[src/pfci_pkg.sv]
/*
 * Shared definitions for the parallel flash command host: timing counts,
 * command codes, unlock addresses, the request carrier, the pin bundle and
 * the state record of the host controller.
 * Assumes a 100 MHz system clock and an 8-bit flash with a 19-bit address bus.
 */
`default_nettype none

package pfci_pkg;

   ////////////////////////////////////////////////////////////////////////////
   // Timing.

   // System clock period in nanoseconds.
   localparam int CLK_PERIOD_NS = 10;
   // Least time the store strobe is held low on a bus write.
   localparam int WR_LOW_NS = 40;
   // Least time from read drive low to valid data on the pins.
   localparam int RD_ACC_NS = 60;
   // Stages of the input synchroniser on the data pins.
   localparam int SYNC_STAGES = 2;
   // Time the device may take to abort after a return-to-read command.
   localparam int ABORT_US = 10;
   // Window for adding another block to a block erase.
   localparam int BLK_WIN_US = 50;
   // Derived cycle counts; least times round up.
   localparam int WR_CYC = (WR_LOW_NS + CLK_PERIOD_NS - 1) / CLK_PERIOD_NS;
   localparam int RD_CYC = (RD_ACC_NS + CLK_PERIOD_NS - 1) / CLK_PERIOD_NS;
   localparam int ABORT_CYC = (ABORT_US * 1000 + CLK_PERIOD_NS - 1) / CLK_PERIOD_NS;
   // Longest time rounds down; used as the default of a module parameter.
   localparam int BLK_WIN_CYC = (BLK_WIN_US * 1000) / CLK_PERIOD_NS;

   ////////////////////////////////////////////////////////////////////////////
   // Command addresses and codes.

   localparam logic [18:0] UNLOCK1_ADDR = 19'h00555;
   localparam logic [18:0] UNLOCK2_ADDR = 19'h002aa;
   localparam logic [7:0] CODE_UNLOCK1 = 8'haa;
   localparam logic [7:0] CODE_UNLOCK2 = 8'h55;
   localparam logic [7:0] CODE_RESET = 8'hf0;
   localparam logic [7:0] CODE_IDENT = 8'h90;
   localparam logic [7:0] CODE_PROG = 8'ha0;
   localparam logic [7:0] CODE_BYPASS = 8'h20;
   localparam logic [7:0] CODE_BYP_EXIT = 8'h00;
   localparam logic [7:0] CODE_ERASE_PRE = 8'h80;
   localparam logic [7:0] CODE_CHIP_ERASE = 8'h10;
   localparam logic [7:0] CODE_BLK_ERASE = 8'h30;
   localparam logic [7:0] CODE_SUSPEND = 8'hb0;
   localparam logic [7:0] CODE_RESUME = 8'h30;

   ////////////////////////////////////////////////////////////////////////////
   // Types.

   // Operations the user may request.
   typedef enum logic [3:0] {
      OP_READ, OP_SIG_READ, OP_RESET1, OP_RESET3, OP_IDENT, OP_PROGRAM, OP_BYPASS,
      OP_BYP_PROG, OP_BYP_EXIT, OP_CHIP_ERASE, OP_BLK_ERASE, OP_BLK_ADD, OP_SUSPEND, OP_RESUME
   } pfci_op_t;

   // One user request.
   typedef struct packed {
      pfci_op_t op;
      logic [18:0] addr;
      logic [7:0] data;
   } pfci_req_t;

   // One bus write word.
   typedef struct packed {
      logic [18:0] addr;
      logic [7:0] data;
   } pfci_word_t;

   // Pins driven towards the flash.
   typedef struct packed {
      logic [18:0] addr;
      logic [7:0] data;
      logic data_oe;
      logic chip_on_n;
      logic read_drive_n;
      logic store_strobe_n;
      logic signature_hv_level;
   } pfci_pins_t;

   // Sequencer states.
   typedef enum logic [2:0] {ST_IDLE, ST_SETUP, ST_WR_LOW, ST_HOLD, ST_GAP, ST_RD} pfci_st_t;

   // Complete state of the host.
   typedef struct packed {
      pfci_st_t st;
      pfci_op_t op;
      logic [18:0] ua;
      logic [7:0] ud;
      logic [2:0] idx;
      logic [15:0] cnt;
      logic [15:0] abort_cnt;
      logic [15:0] win_cnt;
      logic [7:0] sync1;
      logic [7:0] sync2;
      logic [7:0] rdata;
      logic done;
      pfci_pins_t pins;
   } pfci_state_t;

   // Pins at rest: bus released, strobes high.
   localparam pfci_pins_t PINS_IDLE = '{addr: 19'h00000, data: 8'h00, data_oe: 1'b0, chip_on_n: 1'b1,
                                        read_drive_n: 1'b1, store_strobe_n: 1'b1, signature_hv_level: 1'b0};

endpackage : pfci_pkg

`default_nettype wire

[src/pfci_host.sv]
/*
 * Host controller for an 8-bit parallel NOR flash. It turns single user
 * requests into the bus write sequences the flash command decoder expects,
 * and performs plain and signature reads.
 * Assumes the flash pins are joined by the surrounding logic: the data pins
 * are resolved from data_oe, and the flash data comes back on flash_data_in.
 */
//
// Summary of operation
// - Return-to-read: one F0, or three-write form.
// - Identification entry: AA/555, 55/2AA, 90/555.
// - Program: unlock, A0/555, then target byte.
// - Bypass entry: unlock then 20/555.
// - Bypass program: A0 anywhere, then target byte.
// - Chip erase is six-write sequence ending 10/555.
// - Block erase adds blocks within 50 us.
// - Suspend writes B0, resume writes 30.
`default_nettype none

module pfci_host #(
   parameter int BLK_WIN_CYC = pfci_pkg::BLK_WIN_CYC
) (
   // Clock and reset.
   input wire logic sys_clk,
   input wire logic nrst,
   // User request port.
   input wire logic req_valid,
   input wire pfci_pkg::pfci_req_t req,
   output logic req_ready,
   // User answer port.
   output logic done,
   output logic [7:0] rdata,
   output logic blk_window,
   // Flash pins.
   output pfci_pkg::pfci_pins_t pins,
   input wire logic [7:0] flash_data_in
);

   ////////////////////////////////////////////////////////////////////////////
   // Command tables.

   // Number of bus writes an operation needs; reads need none.
   function automatic logic [2:0] cmd_len(input pfci_pkg::pfci_op_t op);
      case (op)
         pfci_pkg::OP_RESET1, pfci_pkg::OP_BLK_ADD, pfci_pkg::OP_SUSPEND, pfci_pkg::OP_RESUME: cmd_len = 3'h1;
         pfci_pkg::OP_BYP_PROG, pfci_pkg::OP_BYP_EXIT: cmd_len = 3'h2;
         pfci_pkg::OP_RESET3, pfci_pkg::OP_IDENT, pfci_pkg::OP_BYPASS: cmd_len = 3'h3;
         pfci_pkg::OP_PROGRAM: cmd_len = 3'h4;
         pfci_pkg::OP_CHIP_ERASE, pfci_pkg::OP_BLK_ERASE: cmd_len = 3'h6;
         default: cmd_len = 3'h0;
      endcase
   endfunction : cmd_len

   // Address and data of write number idx of an operation.
   function automatic pfci_pkg::pfci_word_t cmd_word(input pfci_pkg::pfci_op_t op, input logic [2:0] idx,
                                                     input logic [18:0] ua, input logic [7:0] ud);
      pfci_pkg::pfci_word_t w;
      logic erase;
      // Don't-care addresses carry the user address; upper bits never matter.
      w.addr = ua;
      w.data = ud;
      erase = (op == pfci_pkg::OP_CHIP_ERASE) || (op == pfci_pkg::OP_BLK_ERASE);
      case (op)
         pfci_pkg::OP_RESET1: w.data = pfci_pkg::CODE_RESET;
         pfci_pkg::OP_BYP_PROG: if (idx == 3'h0) w.data = pfci_pkg::CODE_PROG;
         pfci_pkg::OP_BYP_EXIT: w.data = (idx == 3'h0) ? pfci_pkg::CODE_IDENT : pfci_pkg::CODE_BYP_EXIT;
         pfci_pkg::OP_BLK_ADD: w.data = pfci_pkg::CODE_BLK_ERASE;
         pfci_pkg::OP_SUSPEND: w.data = pfci_pkg::CODE_SUSPEND;
         pfci_pkg::OP_RESUME: w.data = pfci_pkg::CODE_RESUME;
         default: begin
            // Sequences opened by the two unlock writes.
            if (idx == 3'h0 || (idx == 3'h3 && erase)) begin
               w = '{addr: pfci_pkg::UNLOCK1_ADDR, data: pfci_pkg::CODE_UNLOCK1};
            end else if (idx == 3'h1 || idx == 3'h4) begin
               w = '{addr: pfci_pkg::UNLOCK2_ADDR, data: pfci_pkg::CODE_UNLOCK2};
            end else if (idx == 3'h2) begin
               w.addr = pfci_pkg::UNLOCK1_ADDR;
               case (op)
                  pfci_pkg::OP_RESET3: w.data = pfci_pkg::CODE_RESET;
                  pfci_pkg::OP_IDENT: w.data = pfci_pkg::CODE_IDENT;
                  pfci_pkg::OP_PROGRAM: w.data = pfci_pkg::CODE_PROG;
                  pfci_pkg::OP_BYPASS: w.data = pfci_pkg::CODE_BYPASS;
                  default: w.data = pfci_pkg::CODE_ERASE_PRE;
               endcase
            end else if (idx == 3'h5) begin
               if (op == pfci_pkg::OP_CHIP_ERASE) begin
                  w = '{addr: pfci_pkg::UNLOCK1_ADDR, data: pfci_pkg::CODE_CHIP_ERASE};
               end else begin
                  w.data = pfci_pkg::CODE_BLK_ERASE;
               end
            end
            // Program write four keeps the target address and value.
         end
      endcase
      return w;
   endfunction : cmd_word

   ////////////////////////////////////////////////////////////////////////////
   // State.

   // Registered state and its next value.
   pfci_pkg::pfci_state_t s_q;
   pfci_pkg::pfci_state_t s_d;
   // Word for the next write while stepping through a sequence.
   pfci_pkg::pfci_word_t nxt_w;
   // Word for the first write of a new request.
   pfci_pkg::pfci_word_t req_w;

   // New requests wait for idle and for any abort time to run out.
   assign req_ready = (s_q.st == pfci_pkg::ST_IDLE) && (s_q.abort_cnt == 16'h0000);
   assign done = s_q.done;
   assign rdata = s_q.rdata;
   assign blk_window = (s_q.win_cnt != 16'h0000);
   assign pins = s_q.pins;
   assign nxt_w = cmd_word(s_q.op, 3'(s_q.idx + 3'h1), s_q.ua, s_q.ud);
   assign req_w = cmd_word(req.op, 3'h0, req.addr, req.data);

   ////////////////////////////////////////////////////////////////////////////
   // Next-state logic.

   // Sequences bus writes and reads; one write per pass of setup, low and hold.
   always_comb begin
      s_d = s_q;
      s_d.done = 1'b0;
      // Data pins are asynchronous: two stages before use.
      s_d.sync1 = flash_data_in;
      s_d.sync2 = s_q.sync1;
      if (s_q.abort_cnt != 16'h0000) begin
         s_d.abort_cnt = s_q.abort_cnt - 16'h0001;
      end
      if (s_q.win_cnt != 16'h0000) begin
         s_d.win_cnt = s_q.win_cnt - 16'h0001;
      end
      case (s_q.st)
         pfci_pkg::ST_IDLE: begin
            if (req_valid && req_ready) begin
               s_d.op = req.op;
               s_d.ua = req.addr;
               s_d.ud = req.data;
               s_d.idx = 3'h0;
               if (req.op == pfci_pkg::OP_READ || req.op == pfci_pkg::OP_SIG_READ) begin
                  // Read: chip on and read drive low, store strobe high.
                  s_d.pins.addr = req.addr;
                  s_d.pins.chip_on_n = 1'b0;
                  s_d.pins.read_drive_n = 1'b0;
                  s_d.pins.signature_hv_level = (req.op == pfci_pkg::OP_SIG_READ);
                  s_d.cnt = 16'(pfci_pkg::RD_CYC + pfci_pkg::SYNC_STAGES - 1);
                  s_d.st = pfci_pkg::ST_RD;
               end else if (req.op == pfci_pkg::OP_BLK_ADD && s_q.win_cnt == 16'h0000) begin
                  // Window closed: extra block is refused with no bus write.
                  s_d.done = 1'b1;
               end else begin
                  s_d.pins.addr = req_w.addr;
                  s_d.pins.data = req_w.data;
                  s_d.pins.data_oe = 1'b1;
                  s_d.pins.chip_on_n = 1'b0;
                  s_d.st = pfci_pkg::ST_SETUP;
               end
            end
         end
         pfci_pkg::ST_SETUP: begin
            // Address and data settled: drop the store strobe.
            s_d.pins.store_strobe_n = 1'b0;
            s_d.cnt = 16'(pfci_pkg::WR_CYC - 1);
            s_d.st = pfci_pkg::ST_WR_LOW;
         end
         pfci_pkg::ST_WR_LOW: begin
            if (s_q.cnt == 16'h0000) begin
               // Rising strobe completes the write; data held one more cycle.
               s_d.pins.store_strobe_n = 1'b1;
               s_d.st = pfci_pkg::ST_HOLD;
            end else begin
               s_d.cnt = s_q.cnt - 16'h0001;
            end
         end
         pfci_pkg::ST_HOLD: begin
            s_d.pins.data_oe = 1'b0;
            s_d.pins.chip_on_n = 1'b1;
            if (s_q.idx == 3'(cmd_len(s_q.op) - 3'h1)) begin
               s_d.done = 1'b1;
               s_d.st = pfci_pkg::ST_IDLE;
               case (s_q.op)
                  // The device may need its abort time after these.
                  pfci_pkg::OP_RESET1, pfci_pkg::OP_RESET3, pfci_pkg::OP_BYP_EXIT:
                     s_d.abort_cnt = 16'(pfci_pkg::ABORT_CYC);
                  // Each selected block restarts the add window.
                  pfci_pkg::OP_BLK_ERASE, pfci_pkg::OP_BLK_ADD: s_d.win_cnt = 16'(BLK_WIN_CYC);
                  // No further blocks once suspended.
                  pfci_pkg::OP_SUSPEND: s_d.win_cnt = 16'h0000;
                  default: s_d.st = pfci_pkg::ST_IDLE;
               endcase
            end else begin
               s_d.st = pfci_pkg::ST_GAP;
            end
         end
         pfci_pkg::ST_GAP: begin
            // Chip on was high for a cycle; start the next write.
            s_d.idx = 3'(s_q.idx + 3'h1);
            s_d.pins.addr = nxt_w.addr;
            s_d.pins.data = nxt_w.data;
            s_d.pins.data_oe = 1'b1;
            s_d.pins.chip_on_n = 1'b0;
            s_d.st = pfci_pkg::ST_SETUP;
         end
         pfci_pkg::ST_RD: begin
            if (s_q.cnt == 16'h0000) begin
               // Status, codes or array data, whatever the device presents.
               s_d.rdata = s_q.sync2;
               s_d.done = 1'b1;
               s_d.pins = pfci_pkg::PINS_IDLE;
               s_d.st = pfci_pkg::ST_IDLE;
            end else begin
               s_d.cnt = s_q.cnt - 16'h0001;
            end
         end
         default: s_d.st = pfci_pkg::ST_IDLE;
      endcase
   end

   // State register with synchronous reset.
   always_ff @(posedge sys_clk) begin
      if (!nrst) begin
         s_q <= '{st: pfci_pkg::ST_IDLE, op: pfci_pkg::OP_READ, pins: pfci_pkg::PINS_IDLE, default: '0};
      end else begin
         s_q <= s_d;
      end
   end

   // Write edge of the current step: first cycle of the store strobe low time.
   logic wr_edge;
   assign wr_edge = (s_q.st == pfci_pkg::ST_WR_LOW) && (s_q.cnt == 16'(pfci_pkg::WR_CYC - 1));
endmodule : pfci_host

`default_nettype wire

[config.mk]
export PLATFORM = sky130hd
export DESIGN_NAME = pfci_host
export DESIGN_NICKNAME = d
export VERILOG_FILES = /design/src/pfci_pkg.sv /design/src/pfci_host.sv
export SDC_FILE = /design/constraint.sdc
export NUM_CORES = 1
export LEC_CHECK = 0
export BUFFER_PORTS_ARGS = -buffer_cell sky130_fd_sc_hd__buf_4
export CAP_MARGIN = 20
export CORE_UTILIZATION = 40
export CTS_CLUSTER_DIAMETER = 200
export DETAILED_ROUTE_END_ITERATION = 6
export PLACE_DENSITY = 0.65
export SETUP_SLACK_MARGIN = 0.05
export SYNTH_ARGS = -nofsm -noshare
export SYNTH_HDL_FRONTEND = slang
export SYNTH_SLANG_ARGS = --single-unit
[constraint.sdc]
create_clock -name sys_clk -period 6.81 [get_ports sys_clk]
set_input_delay 1.0215 -clock sys_clk [delete_from_list [all_inputs] [get_ports sys_clk]]
set_output_delay 1.0215 -clock sys_clk [all_outputs]
set_load 0.02 [all_outputs]
; Yosys cells after proc, flatten, opt, wreduce, memory -nomap -nowiden
; Memory sizes are Yosys's and may differ from the RTL's. A register that Yosys moved wholly into a read port is not among the register bits.
; Cells that the tools add are included.
[word_totals]
word_cells = 155
input_bits = 42
rom_bits = 48
regBits = 142
mem_count = 1
[classes]
muxes = 52
n_reduce_logical = 40
add_sub_neg = 5
eq_ne = 38
[memory_table]
columns = name, words, width, rd, rd_clocked_by_memory_dff, wr, line
row1 = (no name shown), 16, 3, 1, 1, 0, pfci_host.sv:44  ; case (op)
[ops]
columns = operator, count
row1 = $mux 27, 4
row2 = $pmux 27 s3, 1
row3 = $mux 16, 5
row4 = $pmux 8 s5, 2
row5 = $mux 19, 4
row6 = $mux 32, 2
row7 = $mux 53, 1
row8 = $logic_not 16->1, 3
row9 = $pmux 16 s3, 1
row10 = $sub 16x1->16 const B, 3
row11 = $eq 4x4->1 const B, 10
row12 = $mux 33, 1
row13 = $pmux 16 s2, 1
row14 = $pmux 8 s4, 1
row15 = $reduce_bool 16->1, 2
row16 = $mux 31, 1
row17 = $mux 29, 1
row18 = $eq 4x3->1 const B, 5
row19 = $reduce_and 4->1, 5
row20 = $mux 3, 6
row21 = $pmux 3 s6, 1
row22 = $mux 8, 2
row23 = $eq 3x2->1 const B, 4
row24 = $eq 3x3->1 const B, 4
row25 = other kinds (30), 65

; Longest topological paths before layout
; Gate-level depths: netlist of the first run.
[depth]
depth_word = 8
depth_mapped = 11
depth_no_buf = 10

; Least setup slack after synthesis of the first run
; No wires, ideal clock.
[synth_path]
path_type = input -> register
from = input req[29] (netlist name)
to = register s_q[101] (netlist name)
setup_time_ns = 0.070
path_stages = 7
arrival_time_ns = 2.660
setup_slack_ns = 4.080
cell_sequence = clkbuf_2 nor3_4 a21oi_1 a311oi_1 o211ai_2 or3_1 a21oi_1
[synth_between]
elab_chain_cells = 4
elab_cells_between_ends = 5
[synth_rtl]
columns = item, line
row1 = start: declaration, pfci_host.sv:28  ; input wire pfci_pkg::pfci_req_t req,
row2 = $eq 4x1->1 or $logic_not 4->1 (tied branches), pfci_host.sv:141  ; if (req.op == pfci_pkg::OP_READ || req.op == pfci_pkg::OP_SIG_READ) begin
row3 = $logic_or 1x1->1 (*), pfci_host.sv:141
row4 = $ne 2x1->1 (no line) (*), n/a
row5 = $reduce_and 4->1 (no line) (*), n/a
row6 = end signal: assignment, pfci_host.sv:223  ; s_q <= '{st: pfci_pkg::ST_IDLE, op: pfci_pkg::OP_READ, pins: pfci_pkg::PINS_IDLE, default: '0};
row7 = end signal: assignment, pfci_host.sv:225  ; s_q <= s_d;
row8 = end: declaration, pfci_host.sv:102  ; pfci_pkg::pfci_state_t s_q;
; Every way passes the cells marked *; elsewhere a longest branch is shown, timed or not.
; A chain may end at the register's enable or synchronous reset.

; Worst setup path in the final report of the first run
[layout_path]
from = register s_q[65] (netlist name)
to = output blk_window
[layout_between]
elab_chain_cells = 1
[layout_rtl]
columns = item, line
row1 = $reduce_bool 16->1, pfci_host.sv:113  ; assign blk_window = (s_q.win_cnt != 16'h0000);
row2 = end: declaration, pfci_host.sv:33  ; output logic blk_window,
; Every way passes these cells.

==> flow_summary.toml, run 1 <==
[clock_tree]
path_clk_slew_ns = 0.06
cts-root-buf = "clkbuf_16"
numCtsBuffers = 17
cts-resized-gates = 0
cts_sinks = 145
cts.htree.levels = 4
tritoncts = "yes"
cts_post_setup_buffers_inserted = 0
worst_skew_pair.late_latency_ns = 0.44
clock_path_buffers = 2
number_of_buffers_inserted_for_hold_repair_after_clock_tree_synthesis = 0

[grt]
antenna_found_initial = 0
via_count_of_the_first_global_routing_pass = 5828
groute.usage.overall = 0.196
global_route_wire_length_before_repair_mm = 28.7
grt-ovfl-total = 0
grt_start_max_net_pins = 61

[synth]
synth.most_common_cell = "dfxtp_1"
synth.lib_cells_used.distinct = 81
avgSynthCellArea_sq_um = 8.15
synth_top_cells_by_area = "dfxtp_1 (40%), nand2_1 (6.4%), a21oi_1 (5.4%)"
synth_cells = 897
yosys.area.top_type = "dfxtp_1"
yosys.area.top_type_share = 0.397
ys.flop_type = "dfxtp_1"
yosys_warnings = 0
net_count_of_the_mapped_netlist = 950
synth_area_sq_um = 7310
ys_top_cells_by_count = "dfxtp_1 (145), nand2_1 (125), a21oi_1 (79)"
proportion_of_synthesized_flip_flops_having_asynchronous_set_or_reset = 0
synth.yosys.seq_area_share = 0.397
synth.ff_latch_count = 145
synth-edff-count = 0

[die]
chipHeight_microns = 137
floorplan.initialDensity = 0.407
die_w_microns = 137
core-area_sq_um = 18000
fp.dieArea_sq_um = 18800
pin_count = 85
std_cell_rows = 49

[worst_setup_path]
worst-path-buf-inv = 1
worstPathCellList = "nor4_1 > nand2_1 > or2_2 > buf_4"
worst-endpoint-required_ns = 5.79
cp_max_fo = 5
rr_startpoint = "s_q[73]"
worst_path_max_delay_cell = "nor4_1"
worst-endpoint-arrival_ns = 2.19
critical_path.max_stage_delay_ns = 0.53
timing.critical_path.max_delay_family = "simple AND/OR/NAND/NOR gates"
crit_path_end_kind = "primary output"
path_class = "flop to primary output"
critical_path_depth = 4
ff2ff_path_depth = 9
crit_path_start_kind = "flop"
reg2reg_slack_ns = 3.80

[sta]
final.min_clock_period_ns = 3.21
clock_skew_ns = 0.0111
period_share = 0.472
setup_total_negative_slack_ns = 0
tightest_slew_ns = 0.775
post-route-worst-setup-slack_ns = 3.60
relSlewSlack = 0.483
grt_setup_unrepaired = "no"
fmaxAchievable_mhz = 311
finalSetupViolCount = 0
report.final.slew_viol_count = 0
hold_violation_total_from_the_final_report = 0

[min_path]
hold-path-endpoint = "s_q[47]"
min_path_cells = 1
min_from = "s_d[47]"
hold_path_class = "flop to flop"

[routing]
drt_iter0_drc = 434
total_routed_length_mm = 17.7
via_count = 6322
avgRoutedWirePerCell_microns = 15.2
detailedRoute.firstPassIterationCount = 5
via_per_inst = 5.43
detail-route-antenna-nets = 0
drt_drc_violations_left = 0

[placed_design]
gp_congestion = 0.851
place.detailed.hpwl_mm = 11.9
io_buffer_count = 84
post-place-ws_ns = 3.80

[cells_and_area]
area_delta_synth_final_pct = 15.4
finish.net_count = 975
share_of_cells_above_drive_strength_1 = 0.165
postLayoutCoreUtil = 0.470
antenna_cells = 0
n_fill_cell = 1778

[power_and_ir_drop]
p_per_area_nw_per_um2 = 378
clockPowerShare = 0.298
p_seq_frac = 0.361
power.static_leakage_uw = 0.00320
vdd.ir_drop.worst_mv = 0.175
share_comb_of_total_power = 0.341
power.switching_fraction = 0.372
net_switching_uw = 1190
internal_power_uw = 2000

[flow_run]
drv_cap = 0

[status]
status = "completed"
-- cell type report --
cell class | count | area (sq um) | area share
clock inverter | 14 | 163 | 0.0193
timing repair buffer | 92 | 734 | 0.0871
clock buffer | 18 | 439 | 0.0521
tap | 229 | 287 | 0.0340
sequential | 145 | 2900 | 0.344
inverter | 26 | 97.6 | 0.0116
multi-input combinational | 640 | 3810 | 0.452
-- metal layers --
metal / wire length (microns) / global-route usage / up-vias
met5: 0 / 0 / -
met4: 340 / 0.0788 / 0
met3: 788 / 0.0504 / 30
met2: 8280 / 0.311 / 153
met1: 8240 / 0.253 / 2960
li1: - / - / 3179
-- power by group through the flow --
stage | sequential [uW] | combinational, uW | clock [uW]
2_1_floorplan | 1120 | 888 | 0
3_3_place_gp | 1160 | 1040 | 0
3_5_place_dp | 1170 | 1060 | 0
4_1_cts | 1150 | 1070 | 965
5_1_grt | 1170 | 1220 | 1000
6_report | 1150 | 1090 | 950
-- worst max path at each step --
stage                        from          to  slack (ns)
final                     s_q[65]  blk_window        3.60
after CTS                 s_q[65]  blk_window        3.56
after global placement    req[29]     s_q[92]        3.90
after detailed placement  s_q[73]    pins[27]        3.80
after global routing      s_q[65]  blk_window        3.35
after floorplan           req[29]    s_q[101]        4.08
-- flip-flops by register name, indices dropped and copies added, names as in the netlist, named ones only --
name	cells
s_q	93
pins	32
rdata	8
s_d	8
done	1
-- logic make-up after synthesis --
group	count (synthesis)	share of synthesized area
AOI/OAI and AO/OA	236	0.198
DFF	145	0.397
muxes	8	0.0111
xor gates and xnor gates	34	0.0438
adders and majority gates	11	0.0188
and+or+nand+nor	351	0.248
buffers and inverters	112	0.0834
-- cell usage in the layout, fill, tap and decap left out, drive strengths merged, types with 8 or more instances in the layout --
master / instances
nor2b: 10
a31oi: 26
dfxtp: 145
o21ai: 64
clkbuf: 18
xor2: 15
buf: 92
or3: 23
nor3: 26
nand2b: 10
inv: 35
and2: 24
o211ai: 18
a21o: 8
nor4: 14
nand3: 28
a21oi: 80
xnor2: 18
nor2: 59
nand2: 125
ha: 11
-- stage by stage --
step           std cells  hold slack, ns  cell area, sq um  power, uW
4_1_cts             1161           0.433              8370       3180
5_1_grt             1164           0.448              8440       3400
2_1_floorplan        897           0.412              7310       2010
3_5_place_dp        1129           0.420              7770       2220
6_report            1164           0.431              8440       3190
3_3_place_gp        1129           0.414              7770       2210
-- worst register-to-register path: stages, from the launching register on --
cell and delay (ns):
dfxtp_1 0.33, inv_1 0.08, ha_1 0.20, nor4b_1 0.36
nand4_1 0.38, nor2_4 0.19, buf_4 0.45, mux2i_1 0.48
ha_1 0.31, o22ai_1 0.16
No activity file was read; power rests on OpenSTA's default activity.
==> run 2: changes to the inputs <==
--- a/config.mk
+++ b/config.mk
@@ -5,12 +5,13 @@
 export SDC_FILE = /design/constraint.sdc
 export NUM_CORES = 1
 export LEC_CHECK = 0
+export ABC_AREA = 1
 export BUFFER_PORTS_ARGS = -buffer_cell sky130_fd_sc_hd__buf_4
 export CAP_MARGIN = 20
 export CORE_UTILIZATION = 40
 export CTS_CLUSTER_DIAMETER = 200
 export DETAILED_ROUTE_END_ITERATION = 6
-export PLACE_DENSITY = 0.65
+export PLACE_DENSITY = 0.67
 export SETUP_SLACK_MARGIN = 0.05
 export SYNTH_ARGS = -nofsm -noshare
 export SYNTH_HDL_FRONTEND = slang
==> constraint.sdc (replaced) <==
create_clock -name sys_clk -period 2.64 [get_ports sys_clk]
set_input_delay 0.396 -clock sys_clk [delete_from_list [all_inputs] [get_ports sys_clk]]
set_output_delay 0.396 -clock sys_clk [all_outputs]
set_load 0.02 [all_outputs]
==> flow_summary.toml, run 2 <==
[status]
status = "completed"

[clock_tree]
numCtsBuffers = 17
tritoncts = "yes"
number_of_buffers_inserted_for_hold_repair_after_clock_tree_synthesis = 0
clock_path_buffers = 2
cts-root-buf = "clkbuf_16"
cts_sinks = 145
worst_skew_pair.late_latency_ns = 0.43
cts.htree.levels = 4
path_clk_slew_ns = 0.06

[worst_setup_path]
worst-endpoint-required_ns = 2.96
timing.critical_path.max_delay_family = "simple AND/OR/NAND/NOR gates"
path_class = "flop to flop"
worstPathCellList = "inv_1 > ha_1 > nand2_1 > nor2_2 > nand2_1 > nand2_1 > nand2_1 > inv_2 > nand3_2 > inv_2 > nand3_1 > nand2_1 > inv_1"
critical_path.max_stage_delay_ns = 0.42
cp_max_fo = 19
worst-endpoint-arrival_ns = 2.62
crit_path_frequent_cell = "nand2_1"
crit_path_end_kind = "flop"
ff2ff_path_depth = 13
worst-path-buf-inv = 4
crit_path_start_kind = "flop"
critical_path_depth = 13
worst_path_max_delay_cell = "inv_2"

[die]
std_cell_rows = 51
floorplan.initialDensity = 0.411
fp.dieArea_sq_um = 20700
die_w_microns = 144
core-area_sq_um = 19600
pin_count = 85
chipHeight_microns = 144

[cells_and_area]
layout.cells.most_common = "nand2_1"
largest_reg_flops = 93
area_delta_synth_final_pct = 15.9
postLayoutCoreUtil = 0.476
final_cell_area_sq_um = 9330
layout_common_cells = "nand2_1 (302), nor2_1 (193), inv_1 (177), dfxtp_1 (145), buf_4 (101)"
multi_input_comb_area_sq_um = 3990
antenna_cells = 0
top_register = "s_q"
share_of_cells_above_drive_strength_1 = 0.138
finish.net_count = 1347
area.sequential_sq_um = 2900
n_fill_cell = 2020

[routing]
avgRoutedWirePerCell_microns = 12.8
detailedRoute.firstPassIterationCount = 5
via_per_inst = 4.83
total_routed_length_mm = 20.2
drt_drc_violations_left = 0
drt_iter0_drc = 399
detail-route-antenna-nets = 0
via_count = 7592

[synth]
synth-edff-count = 0
yosys.area.top_type = "dfxtp_1"
dominant_combinational_cell_family_by_area_after_synthesis = "simple AND/OR/NAND/NOR gates"
synth.ff_latch_count = 145
synth_top_cells_by_area = "dfxtp_1 (36%), nand2_1 (14%), nor2_1 (9.0%)"
proportion_of_synthesized_flip_flops_having_asynchronous_set_or_reset = 0
ys_top_cells_by_count = "nand2_1 (302), nor2_1 (194), inv_1 (177)"
yosys_warnings = 0
synth.lib_cells_used.distinct = 41
synth_xor_area_frac = 0.0261
synth_compound_area_frac = 0.109
synth.most_common_cell = "nand2_1"
synthMuxAreaShare = 0
yosys.area.top_type_share = 0.361
ys.flop_type = "dfxtp_1"
synthSimpleGateAreaFrac = 0.342
post_synth_fa_ha_maj_area_fraction = 0.0171
synth.yosys.seq_area_share = 0.361
synth_cells = 1246
synth_area_sq_um = 8050
avgSynthCellArea_sq_um = 6.46
net_count_of_the_mapped_netlist = 1299

[sta]
period_share = 0.872
relSlewSlack = 0.629
post-route-worst-setup-slack_ns = 0.339
fmaxAchievable_mhz = 435
final.min_clock_period_ns = 2.30
clock_skew_ns = 0.0120
report.final.slew_viol_count = 0
finalSetupViolCount = 0
tightest_slew_ns = 0.552
grt_setup_unrepaired = "no"
setup_total_negative_slack_ns = 0
hold_violation_total_from_the_final_report = 0

[placed_design]
place.detailed.hpwl_mm = 14.2
post-place-ws_ns = 0.301
gp_congestion = 0.860
placedInstanceArea_sq_um = 8680
io_buffer_count = 84

[grt]
antenna_found_initial = 0
gr-usage-met2 = 0.335
grt-ovfl-total = 0
busiest_layer = "met2"
use_met3 = 0.0423
grt_start_max_net_pins = 53
gr-usage-met1 = 0.269
global_route_wire_length_before_repair_mm = 33.5
via_count_of_the_first_global_routing_pass = 7095
groute.usage.overall = 0.204

[power_and_ir_drop]
power.static_leakage_uw = 0.00462
p_per_area_nw_per_um2 = 952
vdd.ir_drop.worst_mv = 0.521

[min_path]
hold_path_class = "input pin to flop"
min_path_cells = 3

[flow_run]
drv_cap = 0
run 2: cell count changes after synthesis, moves of 11 or more:
cell      change
o211ai_1     -16
or3_1        -22
a31oi_1      -22
inv_1       +152
and2_1       -22
nor2_2       +13
o21a_1       +12
nor2_1      +137
nand3_1      +64
clkbuf_1     -11
nand2_1     +177
run 2: repair_timing:
item	4_1_cts	5_1_grt
resized for setup	1	2
setup buffers	0	1
endpoints found under the hold margin	0	0
pin swaps	0	1
setup endpoints to repair	1	9
run 2: per-stage QoR:
step	cells	hold WS, ns	power (uW)
after global placement	1539	0.393	6280
after global routing	1572	0.141	9510
after detailed placement	1539	0.398	6320
final	1572	0.148	8880
after floorplan	1246	0.390	5580
after CTS	1571	0.135	8910
run 2: area by class of cell:
class	instances	area share
multi-input cells	842	0.428
flip-flops and latches	145	0.311
repair buffers	102	0.0834
inverters	186	0.0753
clock buffers	22	0.0508
well taps	265	0.0356
clock inverters	10	0.0160
run 2: final timing paths:
kind	start	to	slack (ns)
worst max-delay path	s_q[89]	pins[19]	0.34
worst min-delay path	flash_data_in[2]	s_d[43]	0.15
worst max register to register	s_q[89]	pins[19]	0.34
worst min register to register	s_d[45]	s_q[45]	0.41
run 2: tightest hold or removal path: cells and delay by family:
family	cells	cell delay, ns
buffers and inverters	2	0.11
AND/OR/NAND/NOR	1	0.04
run 2: logic make-up (layout without fill, tap and decap cells):
family,count (synthesis),count (layout)
simple gates,650,650
fa+ha+maj,11,11
compound gates,157,157
buf+inv,259,320
flops,145,145
xor+xnor,24,24
run 2: metal layers:
| metal | share of wire | up-vias |
|---|---|---|
| li1 | - | 3939 |
| met1 | 0.49 | 3458 |
| met2 | 0.46 | 173 |
| met3 | 0.042 | 22 |
| met4 | 0.011 | 0 |
| met5 | 0 | - |
run 2: power breakdown:
part	switching (uW)	internal (uW)	leakage, uW
Sequential	314	2630	0.00118
Clock	967	1570	0.000298
Combinational	2160	1240	0.00314
Total	3440	5440	0.00462
